### src/dic_regs.svh
/*
 * Offsets, field positions, reset values and timing figures of the
 * input conditioner. Assumes an 8-bit word-aligned register address.
 */
`ifndef DIC_REGS_SVH
`define DIC_REGS_SVH

`define DIC_CLK_KHZ        10000
`define DIC_STEP_MS        1
`define DIC_SCAN_MS        5
`define DIC_AC_HOLD_MS     30

`define DIC_ADDR_W         8
`define DIC_DATA_W         32
`define DIC_DELAY_W        21
`define DIC_NUM_IN         3
`define DIC_NUM_OUT        5
`define DIC_CNT_W          32

`define DIC_OFF_CTRL       8'h00
`define DIC_OFF_ACT_BASE   8'h04
`define DIC_OFF_DROP_BASE  8'h10
`define DIC_OFF_OUT_CTL    8'h20
`define DIC_OFF_ROUTE      8'h24
`define DIC_OFF_FAULT      8'h28
`define DIC_OFF_STATUS     8'h2C
`define DIC_OFF_CNT_BASE   8'h30

`define DIC_SLOT_MISS      2'h3
`define DIC_CTRL_POL_LSB   0
`define DIC_CTRL_AC_LSB    4
`define DIC_ST_CHAN_LSB    0
`define DIC_ST_STAGE_LSB   4
`define DIC_ST_OUT_LSB     8
`define DIC_ST_RELAY_BIT   16
`define DIC_ST_FPIN_BIT    17

`define DIC_ROUTE_W        2
`define DIC_ROUTE_SW       2'h0
`define DIC_ROUTE_IN1      2'h1

`define DIC_POL_RESET      3'h0
`define DIC_AC_RESET       3'h0
`define DIC_DELAY_RESET    21'h00000
`define DIC_OUT_RESET      5'h00
`define DIC_ROUTE_RESET    10'h000

`endif

### src/dic_pkg.sv
/*
 * Types shared by the input conditioner modules.
 * Assumes dic_regs.svh is on the include path.
 */
`include "dic_regs.svh"

package dic_pkg;

	typedef enum logic {
		ch_inactive,
		ch_active
	} dic_chan_state_t;

	typedef struct packed {
		logic                    polarity_nc;
		logic                    ac_holdoff;
		logic [`DIC_DELAY_W-1:0] act_delay;
		logic [`DIC_DELAY_W-1:0] drop_delay;
	} dic_chan_cfg_t;

endpackage : dic_pkg

### src/dic_scan_timer.sv
/*
 * Millisecond step and 5 ms scan strobes.
 * Assumes one free-running system clock; MS_CYCLES clocks per step.
 */
`timescale 1ns/1ps
`include "dic_regs.svh"

module dic_scan_timer import dic_pkg::*; #(
	parameter int MS_CYCLES = `DIC_CLK_KHZ * `DIC_STEP_MS
) (
	// Clock and reset
	input  wire logic clk,
	input  wire logic reset_n,
	// Strobes, one cycle each
	output logic      ms_tick,
	output logic      scan_tick
);

	localparam int             MS_W      = (MS_CYCLES > 2) ? $clog2(MS_CYCLES) : 1;
	localparam logic [MS_W-1:0] MS_LAST  = MS_W'(MS_CYCLES - 1);
	localparam logic [2:0]     SCAN_LAST = 3'(`DIC_SCAN_MS / `DIC_STEP_MS - 1);

	logic [MS_W-1:0] ms_cnt_reg, ms_cnt_next;
	logic [2:0]      scan_cnt_reg, scan_cnt_next;
	logic            ms_tick_reg, ms_tick_next;
	logic            scan_tick_reg, scan_tick_next;

	always_comb begin
		ms_tick_next   = (ms_cnt_reg == MS_LAST);
		ms_cnt_next    = ms_tick_next ? '0 : ms_cnt_reg + 1'b1;
		scan_cnt_next  = scan_cnt_reg;
		scan_tick_next = 1'b0;
		if (ms_tick_next) begin
			scan_tick_next = (scan_cnt_reg == SCAN_LAST);
			scan_cnt_next  = scan_tick_next ? 3'h0 : scan_cnt_reg + 3'h1;
		end
	end

	always_ff @(posedge clk or negedge reset_n) begin
		if (!reset_n) begin
			ms_cnt_reg    <= '0;
			scan_cnt_reg  <= 3'h0;
			ms_tick_reg   <= 1'b0;
			scan_tick_reg <= 1'b0;
		end else begin
			ms_cnt_reg    <= ms_cnt_next;
			scan_cnt_reg  <= scan_cnt_next;
			ms_tick_reg   <= ms_tick_next;
			scan_tick_reg <= scan_tick_next;
		end
	end

	assign ms_tick   = ms_tick_reg;
	assign scan_tick = scan_tick_reg;
endmodule : dic_scan_timer

### src/dic_input_channel.sv
/*
 * One conditioned input: polarity, scan sampling, pick-up and release
 * delays with optional AC hold-off. Assumes pin_level is synchronised.
 */
`timescale 1ns/1ps
`include "dic_regs.svh"

module dic_input_channel import dic_pkg::*; (
	// Clock and reset
	input  wire logic          clk,
	input  wire logic          reset_n,
	// Timing strobes
	input  wire logic          ms_tick,
	input  wire logic          scan_tick,
	// Field level and settings
	input  wire logic          pin_level,
	input  wire dic_chan_cfg_t cfg,
	// Conditioned state
	output logic               status,
	output logic               activated
);

	localparam logic [`DIC_DELAY_W:0] AC_HOLD = (`DIC_DELAY_W+1)'(`DIC_AC_HOLD_MS / `DIC_STEP_MS);

	dic_chan_state_t         state_reg, state_next;
	logic                    sample_reg, sample_next;
	logic [`DIC_DELAY_W:0]   cnt_reg, cnt_next;
	logic [`DIC_DELAY_W:0]   target;
	logic                    active;

	assign active = (state_reg == ch_active);

	always_comb begin
		sample_next = sample_reg;
		state_next  = state_reg;
		cnt_next    = cnt_reg;
		if (active) begin
			target = {1'b0, cfg.drop_delay} + (cfg.ac_holdoff ? AC_HOLD : '0);
		end else begin
			target = {1'b0, cfg.act_delay};
		end
		if (scan_tick) begin
			sample_next = pin_level ^ cfg.polarity_nc;
		end
		if (sample_reg == active) begin
			cnt_next = '0;
		end else if (cnt_reg >= target) begin
			state_next = active ? ch_inactive : ch_active;
			cnt_next   = '0;
		end else if (ms_tick) begin
			cnt_next = cnt_reg + 1'b1;
		end
	end

	always_ff @(posedge clk or negedge reset_n) begin
		if (!reset_n) begin
			state_reg  <= ch_inactive;
			sample_reg <= 1'b0;
			cnt_reg    <= '0;
		end else begin
			state_reg  <= state_next;
			sample_reg <= sample_next;
			cnt_reg    <= cnt_next;
		end
	end

	assign status    = active;
	assign activated = !active && (state_next == ch_active);
endmodule : dic_input_channel

### src/dic_conditioner_top.sv
/*
 * Base digital inputs, relay output drive and system-fault relay of a
 * protection relay processor module, with a plain register port.
 * Assumes field pins are asynchronous and reach here as logic levels.
 */
`timescale 1ns/1ps
`include "dic_regs.svh"

////////////////////////////////////////////////////////////////////////////////
// Notes on behaviour
// - Per-input polarity, default energized reads one
// - Rising status waits programmed activation delay
// - Falling status waits separate drop-off delay
// - AC option adds 30 ms release hold-off
// - Inputs sampled once per 5 ms scan
// - Internal use lags at most one scan
// - Routed output lags one further scan
// - Outputs refreshed every 5 ms scan
// - Fault relay energized only when healthy
// - Four open outputs plus changeover signal relay
////////////////////////////////////////////////////////////////////////////////

module dic_conditioner_top import dic_pkg::*; #(
	parameter int MS_CYCLES = `DIC_CLK_KHZ * `DIC_STEP_MS
) (
	// Clock and reset
	input  wire logic                   clk,
	input  wire logic                   reset_n,
	// Register port
	input  wire logic [`DIC_ADDR_W-1:0] reg_addr,
	input  wire logic [`DIC_DATA_W-1:0] reg_wdata,
	input  wire logic                   reg_wr,
	input  wire logic                   reg_rd,
	output logic      [`DIC_DATA_W-1:0] reg_rdata,
	// Field inputs
	input  wire logic [`DIC_NUM_IN-1:0] input_channel_n,
	input  wire logic                   fault_pin,
	// Relay drives
	output logic [`DIC_NUM_OUT-1:0]     output_channel_n,
	output logic                        sys_fault_relay
);

	////////////////////////////////////////////////////////////////////////////
	// Decoding helpers

	function automatic logic [1:0] slot_of(input logic [`DIC_ADDR_W-1:0] addr,
		input logic [`DIC_ADDR_W-1:0] base);
		logic [`DIC_ADDR_W-1:0] diff;
		diff = addr - base;
		if (diff[1:0] == 2'h0 && diff[`DIC_ADDR_W-1:2] < (`DIC_ADDR_W-2)'(`DIC_NUM_IN)) begin
			slot_of = diff[3:2];
		end else begin
			slot_of = `DIC_SLOT_MISS;
		end
	endfunction : slot_of

	function automatic logic route_pick(input logic [`DIC_ROUTE_W-1:0] sel, input logic sw_bit,
		input logic [`DIC_NUM_IN-1:0] states);
		if (sel == `DIC_ROUTE_SW) begin
			route_pick = sw_bit;
		end else begin
			route_pick = states[sel - `DIC_ROUTE_IN1];
		end
	endfunction : route_pick

	////////////////////////////////////////////////////////////////////////////
	// Pin synchronisers

	logic [`DIC_NUM_IN:0] sync1_reg, sync2_reg;

	always_ff @(posedge clk or negedge reset_n) begin
		if (!reset_n) begin
			sync1_reg <= '0;
			sync2_reg <= '0;
		end else begin
			sync1_reg <= {fault_pin, input_channel_n};
			sync2_reg <= sync1_reg;
		end
	end

	////////////////////////////////////////////////////////////////////////////
	// Timing and channels

	logic                   ms_tick;
	logic                   scan_tick;
	logic [`DIC_NUM_IN-1:0] chan_status;
	logic [`DIC_NUM_IN-1:0] chan_rise;
	dic_chan_cfg_t          chan_cfg [`DIC_NUM_IN];

	dic_scan_timer #(
		.MS_CYCLES (MS_CYCLES)
	) u_timer (
		.clk       (clk),
		.reset_n   (reset_n),
		.ms_tick   (ms_tick),
		.scan_tick (scan_tick)
	);

	////////////////////////////////////////////////////////////////////////////
	// Configuration registers

	logic [`DIC_NUM_IN-1:0]  pol_reg, pol_next;
	logic [`DIC_NUM_IN-1:0]  ac_reg, ac_next;
	logic [`DIC_DELAY_W-1:0] act_reg [`DIC_NUM_IN];
	logic [`DIC_DELAY_W-1:0] act_next [`DIC_NUM_IN];
	logic [`DIC_DELAY_W-1:0] drop_reg [`DIC_NUM_IN];
	logic [`DIC_DELAY_W-1:0] drop_next [`DIC_NUM_IN];
	logic [`DIC_NUM_OUT-1:0] out_ctl_reg, out_ctl_next;
	logic [2*`DIC_NUM_OUT-1:0] route_reg, route_next;
	logic                    sw_fault_reg, sw_fault_next;
	logic [1:0]              act_slot, drop_slot, cnt_slot;

	assign act_slot  = slot_of(reg_addr, `DIC_OFF_ACT_BASE);
	assign drop_slot = slot_of(reg_addr, `DIC_OFF_DROP_BASE);
	assign cnt_slot  = slot_of(reg_addr, `DIC_OFF_CNT_BASE);

	always_comb begin
		pol_next      = pol_reg;
		ac_next       = ac_reg;
		act_next      = act_reg;
		drop_next     = drop_reg;
		out_ctl_next  = out_ctl_reg;
		route_next    = route_reg;
		sw_fault_next = sw_fault_reg;
		if (reg_wr) begin
			if (reg_addr == `DIC_OFF_CTRL) begin
				pol_next = reg_wdata[`DIC_CTRL_POL_LSB +: `DIC_NUM_IN];
				ac_next  = reg_wdata[`DIC_CTRL_AC_LSB +: `DIC_NUM_IN];
			end else if (act_slot != `DIC_SLOT_MISS) begin
				act_next[act_slot] = reg_wdata[`DIC_DELAY_W-1:0];
			end else if (drop_slot != `DIC_SLOT_MISS) begin
				drop_next[drop_slot] = reg_wdata[`DIC_DELAY_W-1:0];
			end else if (reg_addr == `DIC_OFF_OUT_CTL) begin
				out_ctl_next = reg_wdata[`DIC_NUM_OUT-1:0];
			end else if (reg_addr == `DIC_OFF_ROUTE) begin
				route_next = reg_wdata[2*`DIC_NUM_OUT-1:0];
			end else if (reg_addr == `DIC_OFF_FAULT) begin
				sw_fault_next = reg_wdata[0];
			end
		end
	end

	always_ff @(posedge clk or negedge reset_n) begin
		if (!reset_n) begin
			pol_reg      <= `DIC_POL_RESET;
			ac_reg       <= `DIC_AC_RESET;
			out_ctl_reg  <= `DIC_OUT_RESET;
			route_reg    <= `DIC_ROUTE_RESET;
			sw_fault_reg <= 1'b0;
			for (int i = 0; i < `DIC_NUM_IN; i++) begin
				act_reg[i]  <= `DIC_DELAY_RESET;
				drop_reg[i] <= `DIC_DELAY_RESET;
			end
		end else begin
			pol_reg      <= pol_next;
			ac_reg       <= ac_next;
			act_reg      <= act_next;
			drop_reg     <= drop_next;
			out_ctl_reg  <= out_ctl_next;
			route_reg    <= route_next;
			sw_fault_reg <= sw_fault_next;
		end
	end

	generate
		for (genvar g = 0; g < `DIC_NUM_IN; g++) begin : g_chan
			assign chan_cfg[g] = '{polarity_nc: pol_reg[g], ac_holdoff: ac_reg[g],
				act_delay: act_reg[g], drop_delay: drop_reg[g]};
			dic_input_channel u_chan (
				.clk       (clk),
				.reset_n   (reset_n),
				.ms_tick   (ms_tick),
				.scan_tick (scan_tick),
				.pin_level (sync2_reg[g]),
				.cfg       (chan_cfg[g]),
				.status    (chan_status[g]),
				.activated (chan_rise[g])
			);
		end
	endgenerate

	////////////////////////////////////////////////////////////////////////////
	// Activation counters; a write clears, a same-cycle pick-up still counts

	logic [`DIC_CNT_W-1:0] cnt_reg [`DIC_NUM_IN];
	logic [`DIC_CNT_W-1:0] cnt_next [`DIC_NUM_IN];

	always_comb begin
		for (int i = 0; i < `DIC_NUM_IN; i++) begin
			cnt_next[i] = cnt_reg[i];
			if (reg_wr && cnt_slot == 2'(i)) begin
				cnt_next[i] = '0;
			end
			if (chan_rise[i]) begin
				cnt_next[i] = cnt_next[i] + 1'b1;
			end
		end
	end

	always_ff @(posedge clk or negedge reset_n) begin
		if (!reset_n) begin
			for (int i = 0; i < `DIC_NUM_IN; i++) begin
				cnt_reg[i] <= '0;
			end
		end else begin
			cnt_reg <= cnt_next;
		end
	end

	////////////////////////////////////////////////////////////////////////////
	// Internal stage, relay drives and fault relay

	logic [`DIC_NUM_IN-1:0]  stage_reg, stage_next;
	logic [`DIC_NUM_OUT-1:0] out_reg, out_next;
	logic                    relay_reg, relay_next;
	logic                    fault_now;

	assign fault_now = sync2_reg[`DIC_NUM_IN] | sw_fault_reg;

	always_comb begin
		stage_next = stage_reg;
		out_next   = out_reg;
		if (scan_tick) begin
			stage_next = chan_status;
		end
		if (scan_tick) begin
			for (int k = 0; k < `DIC_NUM_OUT; k++) begin
				out_next[k] = route_pick(route_reg[2*k +: 2], out_ctl_reg[k], stage_reg);
			end
		end
		relay_next = !fault_now;
	end

	// Reset holds the fault relay released, as on loss of power
	always_ff @(posedge clk or negedge reset_n) begin
		if (!reset_n) begin
			stage_reg <= '0;
			out_reg   <= `DIC_OUT_RESET;
			relay_reg <= 1'b0;
		end else begin
			stage_reg <= stage_next;
			out_reg   <= out_next;
			relay_reg <= relay_next;
		end
	end

	assign output_channel_n = out_reg;
	assign sys_fault_relay  = relay_reg;

	////////////////////////////////////////////////////////////////////////////
	// Read port

	logic [`DIC_DATA_W-1:0] rdata_reg, rdata_next;
	logic [`DIC_DATA_W-1:0] status_word;

	always_comb begin
		status_word = '0;
		status_word[`DIC_ST_CHAN_LSB +: `DIC_NUM_IN]  = chan_status;
		status_word[`DIC_ST_STAGE_LSB +: `DIC_NUM_IN] = stage_reg;
		status_word[`DIC_ST_OUT_LSB +: `DIC_NUM_OUT]  = out_reg;
		status_word[`DIC_ST_RELAY_BIT]                = relay_reg;
		status_word[`DIC_ST_FPIN_BIT]                 = sync2_reg[`DIC_NUM_IN];
	end

	// Unmapped addresses read zero; data stand only in the cycle after the strobe
	always_comb begin
		rdata_next = '0;
		if (reg_rd) begin
			if (reg_addr == `DIC_OFF_CTRL) begin
				rdata_next[`DIC_CTRL_POL_LSB +: `DIC_NUM_IN] = pol_reg;
				rdata_next[`DIC_CTRL_AC_LSB +: `DIC_NUM_IN]  = ac_reg;
			end else if (act_slot != `DIC_SLOT_MISS) begin
				rdata_next[`DIC_DELAY_W-1:0] = act_reg[act_slot];
			end else if (drop_slot != `DIC_SLOT_MISS) begin
				rdata_next[`DIC_DELAY_W-1:0] = drop_reg[drop_slot];
			end else if (reg_addr == `DIC_OFF_OUT_CTL) begin
				rdata_next[`DIC_NUM_OUT-1:0] = out_ctl_reg;
			end else if (reg_addr == `DIC_OFF_ROUTE) begin
				rdata_next[2*`DIC_NUM_OUT-1:0] = route_reg;
			end else if (reg_addr == `DIC_OFF_FAULT) begin
				rdata_next[0] = sw_fault_reg;
			end else if (reg_addr == `DIC_OFF_STATUS) begin
				rdata_next = status_word;
			end else if (cnt_slot != `DIC_SLOT_MISS) begin
				rdata_next = cnt_reg[cnt_slot];
			end
		end
	end

	always_ff @(posedge clk or negedge reset_n) begin
		if (!reset_n) begin
			rdata_reg <= '0;
		end else begin
			rdata_reg <= rdata_next;
		end
	end

	assign reg_rdata = rdata_reg;
endmodule : dic_conditioner_top

### config.mk
export PLATFORM = sky130hd
export DESIGN_NAME = dic_conditioner_top
export DESIGN_NICKNAME = d
export VERILOG_FILES = /design/src/dic_pkg.sv /design/src/dic_scan_timer.sv /design/src/dic_input_channel.sv /design/src/dic_conditioner_top.sv
export VERILOG_INCLUDE_DIRS = /design/src
export SDC_FILE = /design/constraint.sdc
export NUM_CORES = 1
export LEC_CHECK = 0
export BUFFER_PORTS_ARGS = -buffer_cell sky130_fd_sc_hd__buf_4
export CORE_MARGIN = 1
export CORE_UTILIZATION = 55
export DETAILED_ROUTE_END_ITERATION = 6
export GPL_ROUTABILITY_DRIVEN = 1
export PLACE_DENSITY = 0.83
export SLEW_MARGIN = 0
export SYNTH_ARGS = -nofsm -noshare
export SYNTH_HDL_FRONTEND = slang
export SYNTH_HIERARCHICAL = 1
export SYNTH_SLANG_ARGS = --single-unit
### constraint.sdc
create_clock -name clk -period 6.9 [get_ports clk]
set_input_delay 0.345 -clock clk [delete_from_list [all_inputs] [get_ports clk]]
set_output_delay 0.345 -clock clk [all_outputs]
set_load 0.03 [all_outputs]
==> results.yml, run 1 <==
drt:
  finalWirelength_um: 60770
  vias: 18000
  drtIter0Drc: 1813
  wl_per_cell_um: 21.47
  ant_nets: 0
  dr.pass1.iters: 7
  detail_route.vias_per_cell: 6.360
  drc: 0
die:
  core_area_sq_um: 39910
  die_x_um: 203.6
  fp.dieArea_sq_um: 41430
  die_y_um: 203.6
  start_util_pct: 55.98
  rows: 73
  io_pins: 86
power_and_ir_drop:
  p_per_area_nw_per_um2: 206.0
  p_leak_nw: 10.88
  power.total_mw: 5.107
  peakVddDrop_uv: 188.2
setup_path:
  worst-endpoint-required_ns: 7.34
  slowest_delay_ns: 0.83
  critical_path.cell_chain: "ha_1 -> a21o_1 -> a21o_1 -> a21oi_1 -> nor3_1 -> xor2_1 -> mux2i_1 -> ha_1 -> nand4_1 -> nor4_1 -> nand3_1 -> nand4_1 -> and3b_1 -> and4_1 -> nand4_1 -> or4_1 -> nor4_4 -> xnor2_1 -> nor2_1"
  critPathKind: "flip-flop to flip-flop"
  endpoint_kind: "flip-flop"
  crit_slowest_cell: "a21oi_1"
  crit_path_start_kind: "flip-flop"
  critPathArrivalTime_ns: 6.55
  cp_max_fo: 11
  cpMostUsedCell: "nand4_1"
run_status:
  status: "finished, final reports clean"
placed_design:
  dpl.cell_count: 2749
  dp_hpwl_um: 43250
  place_congestion: 0.9368
  port_buffers: 74
logic_synthesis:
  synth-edff-count: 0
  synth.area.mux_share_pct: 13.29
  synth_area_sq_um: 22340
  synthesis.instances: 2223
  yosysSeqAreaShare_pct: 43.01
  ys_types: 89
  synth_xor_area_share_pct: 7.252
  syn_avg_cell_area_sq_um: 10.05
  synth_top_area_share_pct: 43.01
  ys.flop_type: "dfrtp_1"
  synth-compound-area-share_pct: 10.36
  syn-num-nets: 2371
  yosys-top-cells-area: "dfrtp_1 (43%), mux2_2 (9.3%), ha_1 (5.4%)"
  ys_seq_elements: 384
  synth_warnings: 6
  yosys.area.top_type: "dfrtp_1"
  synth-simple-area-share_pct: 17.24
  synthArstFlopShare_pct: 100.0
  synth_top_family_by_area: "simple AND/OR/NAND/NOR gates"
  synth_fa_ha_area_share_pct: 5.701
cells_and_area:
  num_antenna_cells: 0
  seq_area_sq_um: 9609
  multi_input_area_sq_um: 12040
  layout_common_cells: "dfrtp_1 (384), nor2_1 (248), mux2_2 (185)"
  final_common_cell: "dfrtp_1"
  fin_cells: 2831
  nets: 2422
  utilization_pct: 62.10
  syn_to_final_growth_pct: 10.94
  fill_cells: 3092
  layout-drive-gt1-share_pct: 17.69
  largest_reg_flops: 96
global_routing:
  grt_max_degree: 185
  grt_pass1_vias: 17760
  track_usage_pct: 29.79
  grt_pass1_wl_um: 96760
  antenna_found_initial: 0
  grt_overflow_total: 0
timing:
  clock_skew_ns: 0.02999
  setup_viol: 0
  period_share_pct: 88.61
  relSlewSlack_pct: 23.62
  min_period_ns: 6.114
  maxSlewViolCount: 0
  tns_ns: 0
  hold_viol_final: 0
  rsz0062_at_grt: "false"
  tightest_slew_ns: 1.141
  max_clock_freq_mhz: 163.6
clock_network:
  clk_pin_slew_ns: 0.06
  cts_root_buf: "clkbuf_16"
  ctsResizeCount: 0
  numCtsBuffers: 43
  clockBufferDepth: 3
  htree_levels: 2
  insertion_delay_ns: 0.59
  cts_sinks: 384
  tritoncts: "built"
min_path:
  min_path_type: "primary input to flip-flop"
flow_run:
  maxCapViolCount: 0
## metrics by stage
stage | hold slack, ns | setup WS [ns] | area (sq um)
floorplan | 0.04941 | 2.136 | 22340
global route | 0.05929 | 0.4257 | 24790
global placement | 0.3343 | 1.123 | 23300
finish | 0.06322 | 0.7857 | 24790
CTS | 0.03723 | 0.9392 | 24790
detailed placement | 0.3347 | 0.9746 | 23300
## cell families after synthesis
family / after synthesis
AOI/OAI and AO/OA: 362
xor gates and xnor gates: 185
adders and majority gates: 100
buffers and inverters: 163
DFF: 384
muxes: 273
and+or+nand+nor: 756
## worst max-delay path, delay by kind of cell (launching register included)
family	cells	cell delay [ns]
and+or+nand+nor	11	3.24
AOI/OAI and AO/OA	3	1.19
adders and majority gates	2	0.64
DFF	1	0.47
xor gates and xnor gates	2	0.33
muxes	1	0.09
## routing by layer
metal	global-route usage (%)	wire [um]	part of all wire, %
met4	13.69	2783	4.6
met3	6.088	5681	9.3
met5	0	0	0
met1	40.94	25080	41
met2	45.33	27220	45
## repair_timing
item	4_1_cts	5_1_grt
hold buffers	5	0
setup buffers	0	0
endpoints found under the hold margin	125	0
setup endpoints to repair	0	0
## where the power goes
| group | total, mW | switching, mW | internal, mW |
|---|---|---|---|
| clock | 2.33 | 0.985 | 1.35 |
| combinational | 0.399 | 0.248 | 0.151 |
| sequential | 2.38 | 0.0681 | 2.31 |
## cell usage after synthesis, types with 10 or more instances
cell type and n:
dfrtp_1 384, nor2_1 248, mux2_2 185, nand2_1 163, a21oi_1 111, xor2_1 104, ha_1 97, mux2i_1 87
o21ai_0 87, xnor2_1 81, nand4_1 73, inv_1 67, nand3_1 64, clkbuf_1 47, nor3_1 35, and3_1 33
or3_1 31, o22ai_1 29, buf_2 26, a211oi_1 17, a221oi_1 17, and4_1 14, a21o_1 13, a22oi_1 11
nor2b_1 10
## final timing paths
| path | start | end | slack [ns] | depth (start not counted) |
|---|---|---|---|---|
| max reg2reg | ac_reg[2] | cnt_reg[31] | 0.79 | 19 |
| min | reg_wdata[15] | act_reg[36] | 0.06 | 2 |
| max in group asynchronous | reset_n | chan_cfg[103] | 4.90 | 3 |
| min in group asynchronous | reset_n | g_chan[2].u_chan/cnt_reg[19] | 0.40 | 2 |
| min reg2reg | sync1_reg[2] | sync2_reg[2] | 0.35 | 0 |
| max | ac_reg[2] | cnt_reg[31] | 0.79 | 19 |
## area by class of cell
| cell class | instances | area share (%) |
|---|---|---|
| Multi-Input combinational cell | 1676 | 48.56 |
| Sequential cell | 384 | 38.77 |
| Clock buffer | 59 | 4.992 |
| Timing Repair Buffer | 100 | 3.160 |
| Tap cell | 525 | 2.650 |
| Inverter | 69 | 1.045 |
| Clock inverter | 18 | 0.8228 |
Note: power is estimated with default switching activity, not from simulation.
==> run 2: changes to the inputs <==
Settings changed: CORE_ASPECT_RATIO set to 1.2.
==> run 2 against run 1 <==
Clock power grew 7%. Power grew 3.1%. Final area grew 0.41%. Global-route usage is essentially flat. Combinational power shrank 2%. Register-to-register slack gained 0.05 ns. Largest power group is now the clock network. Sequential cell count is the same. Setup slack gained 0.047 ns. Sequential power is essentially flat. Critical path depth is the same.
==> results.yml, run 2 (same netlist as run 1, synthesis figures left out) <==
timing:
  fin_ws_ns: 0.8329
  setup_viol: 0
  max_clock_freq_mhz: 164.8
  hold_viol_final: 0
  tightest_slew_ns: 1.255
  hold_ws_ns: 0.09310
  tns_ns: 0
  clock_skew_ns: 0.02160
  min_period_ns: 6.067
  period_share_pct: 87.93
  maxSlewViolCount: 0
  relSlewSlack_pct: 16.04
  rsz0062_at_grt: "false"
cells_and_area:
  nets: 2420
  multi_input_area_sq_um: 12040
  seq_area_sq_um: 9609
  fin_cells: 2836
  syn_to_final_growth_pct: 11.40
  layout-drive-gt1-share_pct: 17.85
  fill_cells: 3078
  largest_reg_flops: 96
  layout_common_cells: "dfrtp_1 (384), nor2_1 (248), mux2_2 (185)"
  num_antenna_cells: 0
  final_common_cell: "dfrtp_1"
  utilization_pct: 62.32
  design_area_sq_um: 24890
min_path:
  min_path_type: "primary input to flip-flop"
  min_to: "act_reg[40]"
  min_from: "reg_wdata[19]"
  hold_path_depth: 2
clock_network:
  cts_sinks: 384
  numCtsBuffers: 40
  tritoncts: "built"
  clockBufferDepth: 3
  insertion_delay_ns: 0.56
  cts_root_buf: "clkbuf_16"
  clk_pin_slew_ns: 0.06
  htree_levels: 2
setup_path:
  critPathKind: "flip-flop to flip-flop"
  worst-endpoint-required_ns: 7.33
  crit_path_start_kind: "flip-flop"
  r2r-start: "ac_reg[2]"
  startpoint: "ac_reg[2]"
  crit-reg2reg-capture: "cnt_reg[19]"
  cp_max_fo: 11
  endpoint_kind: "flip-flop"
  r2r_slack_ns: 0.83
  critPathArrivalTime_ns: 6.50
  reg2reg_depth: 19
global_routing:
  antenna_found_initial: 0
  grt_pass1_vias: 17800
  track_usage_pct: 29.75
  grt_pass1_wl_um: 96410
  grt_max_degree: 144
  grt_overflow_total: 0
placed_design:
  port_buffers: 74
  dpl.cell_count: 2758
  dp_hpwl_um: 43190
  place_congestion: 0.9578
  post-place-ws_ns: 0.9800
  dpl_cell_area_sq_um: 23310
die:
  die_y_um: 222.8
  io_pins: 86
  rows: 80
  die_x_um: 186.0
  start_util_pct: 55.94
  fp.dieArea_sq_um: 41440
  core_area_sq_um: 39940
power_and_ir_drop:
  p_per_area_nw_per_um2: 211.6
  power.total_mw: 5.266
  peakVddDrop_uv: 224.6
  p_leak_nw: 10.93
drt:
  detail_route.vias_per_cell: 6.300
  ant_nets: 0
  dr.pass1.iters: 6
  finalWirelength_um: 60240
  drtIter0Drc: 1509
  wl_per_cell_um: 21.24
  drc: 0
  vias: 17870
run_status:
  status: "finished, final reports clean"
flow_run:
  maxCapViolCount: 0
-- run 2: metal layers --
metal  GRT usage (%)  routed length (um)  up-vias
met4           15.73                3511        0
met2           49.51               29350      727
met5               0                   0        -
li1                -                   -     8091
met3           3.819                3839      207
met1           37.54               23530     8842
-- run 2: timing repair --
item	4_1_cts	5_1_grt
gates resized for setup	0	0
setup buffers	0	0
endpoints found under the hold margin	128	0
hold buffers	5	0
-- run 2: critical path, cell delays in order, from the launching register on --
cell	delay [ns]
dfrtp_1	0.47
ha_1	0.31
a21o_1	0.16
a21o_1	0.20
a21oi_1	0.73
nor4b_1	0.19
xor2_1	0.23
mux2i_1	0.12
ha_1	0.33
nand4_1	0.14
nor4_1	0.44
nand3_1	0.16
nand4_1	0.16
and3b_1	0.41
and4_1	0.35
nand4_1	0.27
or4_1	0.72
nor3_1	0.31
xnor2_1	0.17
nor2_1	0.06
-- run 2: how the worst max path moves through the flow --
stage | end | slack [ns]
finish | cnt_reg[19] | 0.83
global placement | cnt_reg[31] | 1.20
detailed placement | cnt_reg[31] | 0.98
CTS | cnt_reg[19] | 0.92
floorplan | cnt_reg[30] | 2.14
global route | cnt_reg[19] | 0.55
-- run 2: power breakdown --
part	switching [mW]	total, mW	internal [mW]
sequential	0.0690	2.38	2.31
clock	0.940	2.50	1.56
combinational	0.240	0.392	0.152
total	1.25	5.27	4.02
-- run 2: layout make-up --
cell class	count	share of cell area, %
Inverter	69	1.041
Multi-Input combinational cell	1676	48.36
Clock inverter	26	1.719
Sequential cell	384	38.61
Timing Repair Buffer	101	3.177
Clock buffer	47	4.414
Tap cell	533	2.679
==> run 3: changes to the inputs <==
==> constraint.sdc (replaced) <==
create_clock -name clk -period 6.9 [get_ports clk]
set_input_delay 0 -clock clk [delete_from_list [all_inputs] [get_ports clk]]
set_output_delay 0 -clock clk [all_outputs]
set_load 0.03 [all_outputs]
==> run 3 against run 2 <==
Hold slack got worse by 0.031 ns. Largest cell class unchanged. Power fell by 4.0%. Critical endpoint is now cnt_reg[21]. Critical path depth fell by 1. Fmax rose by 0.45%. Clock power fell by 9.2%. Largest power group is now registers. Setup slack improved by 0.027 ns. Core utilization rose by 0.20 points. Global-route usage barely moved. Sequential share of layout area fell by 0.12 points. Die area did not move.
==> results.yml, run 3 (same netlist as run 1, synthesis figures left out) <==
run_status:
  status: "finished, final reports clean"
global_routing:
  track_usage_pct: 29.74
  use_met2_pct: 49.09
  grt_pass1_vias: 17970
  grt_max_degree: 129
  met1_usage_pct: 36.96
  grt_overflow_total: 0
  antenna_found_initial: 0
  use_met3_pct: 4.081
  grt_pass1_wl_um: 96490
  busiest_layer: "met2"
timing:
  tightest_slew_ns: 1.187
  setup_viol: 0
  clock_skew_ns: 0.02792
  period_share_pct: 87.53
  hold_viol_final: 0
  tns_ns: 0
  min_period_ns: 6.040
  max_clock_freq_mhz: 165.6
  maxSlewViolCount: 0
  fin_ws_ns: 0.8602
  rsz0062_at_grt: "false"
  relSlewSlack_pct: 20.79
power_and_ir_drop:
  p_sw_share_pct: 24.86
  comb_power_share_pct: 8.0
  clockPowerShare_pct: 45.0
  p_leak_nw: 10.94
  seqPwrFrac_pct: 47.1
  power_switching_mw: 1.257
  p_per_area_nw_per_um2: 202.4
  p_int_mw: 3.798
  peakVddDrop_uv: 208.7
  power.total_mw: 5.055
placed_design:
  port_buffers: 74
  post-place-ws_ns: 1.054
  place_congestion: 0.9383
  dp_hpwl_um: 43390
die:
  core_area_sq_um: 39940
  rows: 80
  fp.dieArea_sq_um: 41440
  die_x_um: 186.0
  start_util_pct: 55.94
  io_pins: 86
  die_y_um: 222.8
setup_path:
  r2r-start: "ac_reg[2]"
  crit_path_start_kind: "flip-flop"
  startpoint: "ac_reg[2]"
  critPathKind: "flip-flop to flip-flop"
  worst-endpoint-required_ns: 7.38
  cp_max_fo: 11
  critPathArrivalTime_ns: 6.52
  endpoint_kind: "flip-flop"
drt:
  drc: 0
  drtIter0Drc: 1632
  finalWirelength_um: 60470
  wl_per_cell_um: 21.16
  ant_nets: 0
  dr.pass1.iters: 6
  detail_route.vias_per_cell: 6.302
  vias: 18010
clock_network:
  cts-hold-fix-buffers: 28
  insertion_delay_ns: 0.57
  htree_levels: 2
  numCtsBuffers: 40
  clockBufferDepth: 3
  cts_sinks: 384
  post_cts_buffers: 0
  tritoncts: "built"
  clk_pin_slew_ns: 0.06
  ctsResizeCount: 0
  cts_root_buf: "clkbuf_16"
cells_and_area:
  final_common_cell: "dfrtp_1"
  nets: 2444
  fill_cells: 3094
  syn_to_final_growth_pct: 11.76
  largest_reg_flops: 96
  seq_area_sq_um: 9609
  layout_common_cells: "dfrtp_1 (384), nor2_1 (248), mux2_2 (185)"
  layout-drive-gt1-share_pct: 17.42
  num_antenna_cells: 0
  multi_input_area_sq_um: 12040
  utilization_pct: 62.52
min_path:
  min_path_type: "primary input to flip-flop"
  min_from: "reg_addr[0]"
flow_run:
  maxCapViolCount: 0
==> run 3: changes by cell type in the layout (fill, tap and decap cells not counted), sizes merged <==
| cell | delta |
|---|---|
| clkbuf | +5 |
| buf | +1 |
| bufinv | -6 |
| dlygate4sd3 | +23 |
| clkinv | -2 |
| clkinvlp | +1 |
==> run 3: power groups by stage <==
stage | registers [mW] | logic (mW) | clock network [mW]
finish | 2.38 | 0.403 | 2.27
global route | 2.38 | 0.439 | 2.38
CTS | 2.38 | 0.400 | 2.29
detailed placement | 2.42 | 0.383 | 0
global placement | 2.41 | 0.369 | 0
floorplan | 2.39 | 0.232 | 0
==> run 3: cell type report <==
| cell class | count | share of cell area [%] |
|---|---|---|
| Multi-Input combinational cell | 1676 | 48.21 |
| Sequential cell | 384 | 38.48 |
| Clock buffer | 52 | 4.430 |
| Timing Repair Buffer | 125 | 4.119 |
| Tap cell | 533 | 2.671 |
| Clock inverter | 19 | 1.052 |
| Inverter | 69 | 1.037 |
==> run 3: worst paths after layout <==
kind	slack (ns)	depth (start not counted)	end
worst max-delay path	0.86	18	cnt_reg[21]
worst min-delay path	0.06	4	cnt_reg[8]
worst max register to register	0.86	18	cnt_reg[21]
worst min register to register	0.35	0	sync2_reg[0]
max in group asynchronous	5.28	3	g_chan[0].u_chan/sample_reg
min in group asynchronous	0.10	2	g_chan[0].u_chan/cnt_reg[19]
==> run 3: routing by layer <==
| layer | share of wire (%) | vias to the layer above |
|---|---|---|
| li1 | - | 8124 |
| met1 | 38 | 8879 |
| met2 | 48 | 782 |
| met3 | 7.0 | 226 |
| met4 | 6.7 | 0 |
| met5 | 0 | - |
==> run 3: through the flow <==
| step | instance area, sq um | hold slack (ns) | instances |
|---|---|---|---|
| after global routing | 24970 | 0.08625 | 2858 |
| after detailed placement | 23320 | 0.1106 | 2759 |
| after floorplan | 22340 | -0.2956 | 2223 |
| after CTS | 24970 | 0.05162 | 2858 |
| final | 24970 | 0.06196 | 2858 |
| after global placement | 23320 | 0.1125 | 2759 |
==> run 3: worst max-delay path, cell delays in order (launching register included) <==
cell	delay [ns]
dfrtp_1	0.48
ha_1	0.32
a21o_1	0.17
a21o_1	0.20
a21oi_1	0.74
nor3_1	0.17
xor2_1	0.19
mux2i_1	0.10
ha_1	0.32
nand4_1	0.15
nor4_1	0.47
a22oi_1	0.17
nand4_1	0.14
and3b_1	0.42
and4_1	0.36
nand4_1	0.27
or4_1	0.71
or3_1	0.41
a21oi_1	0.17
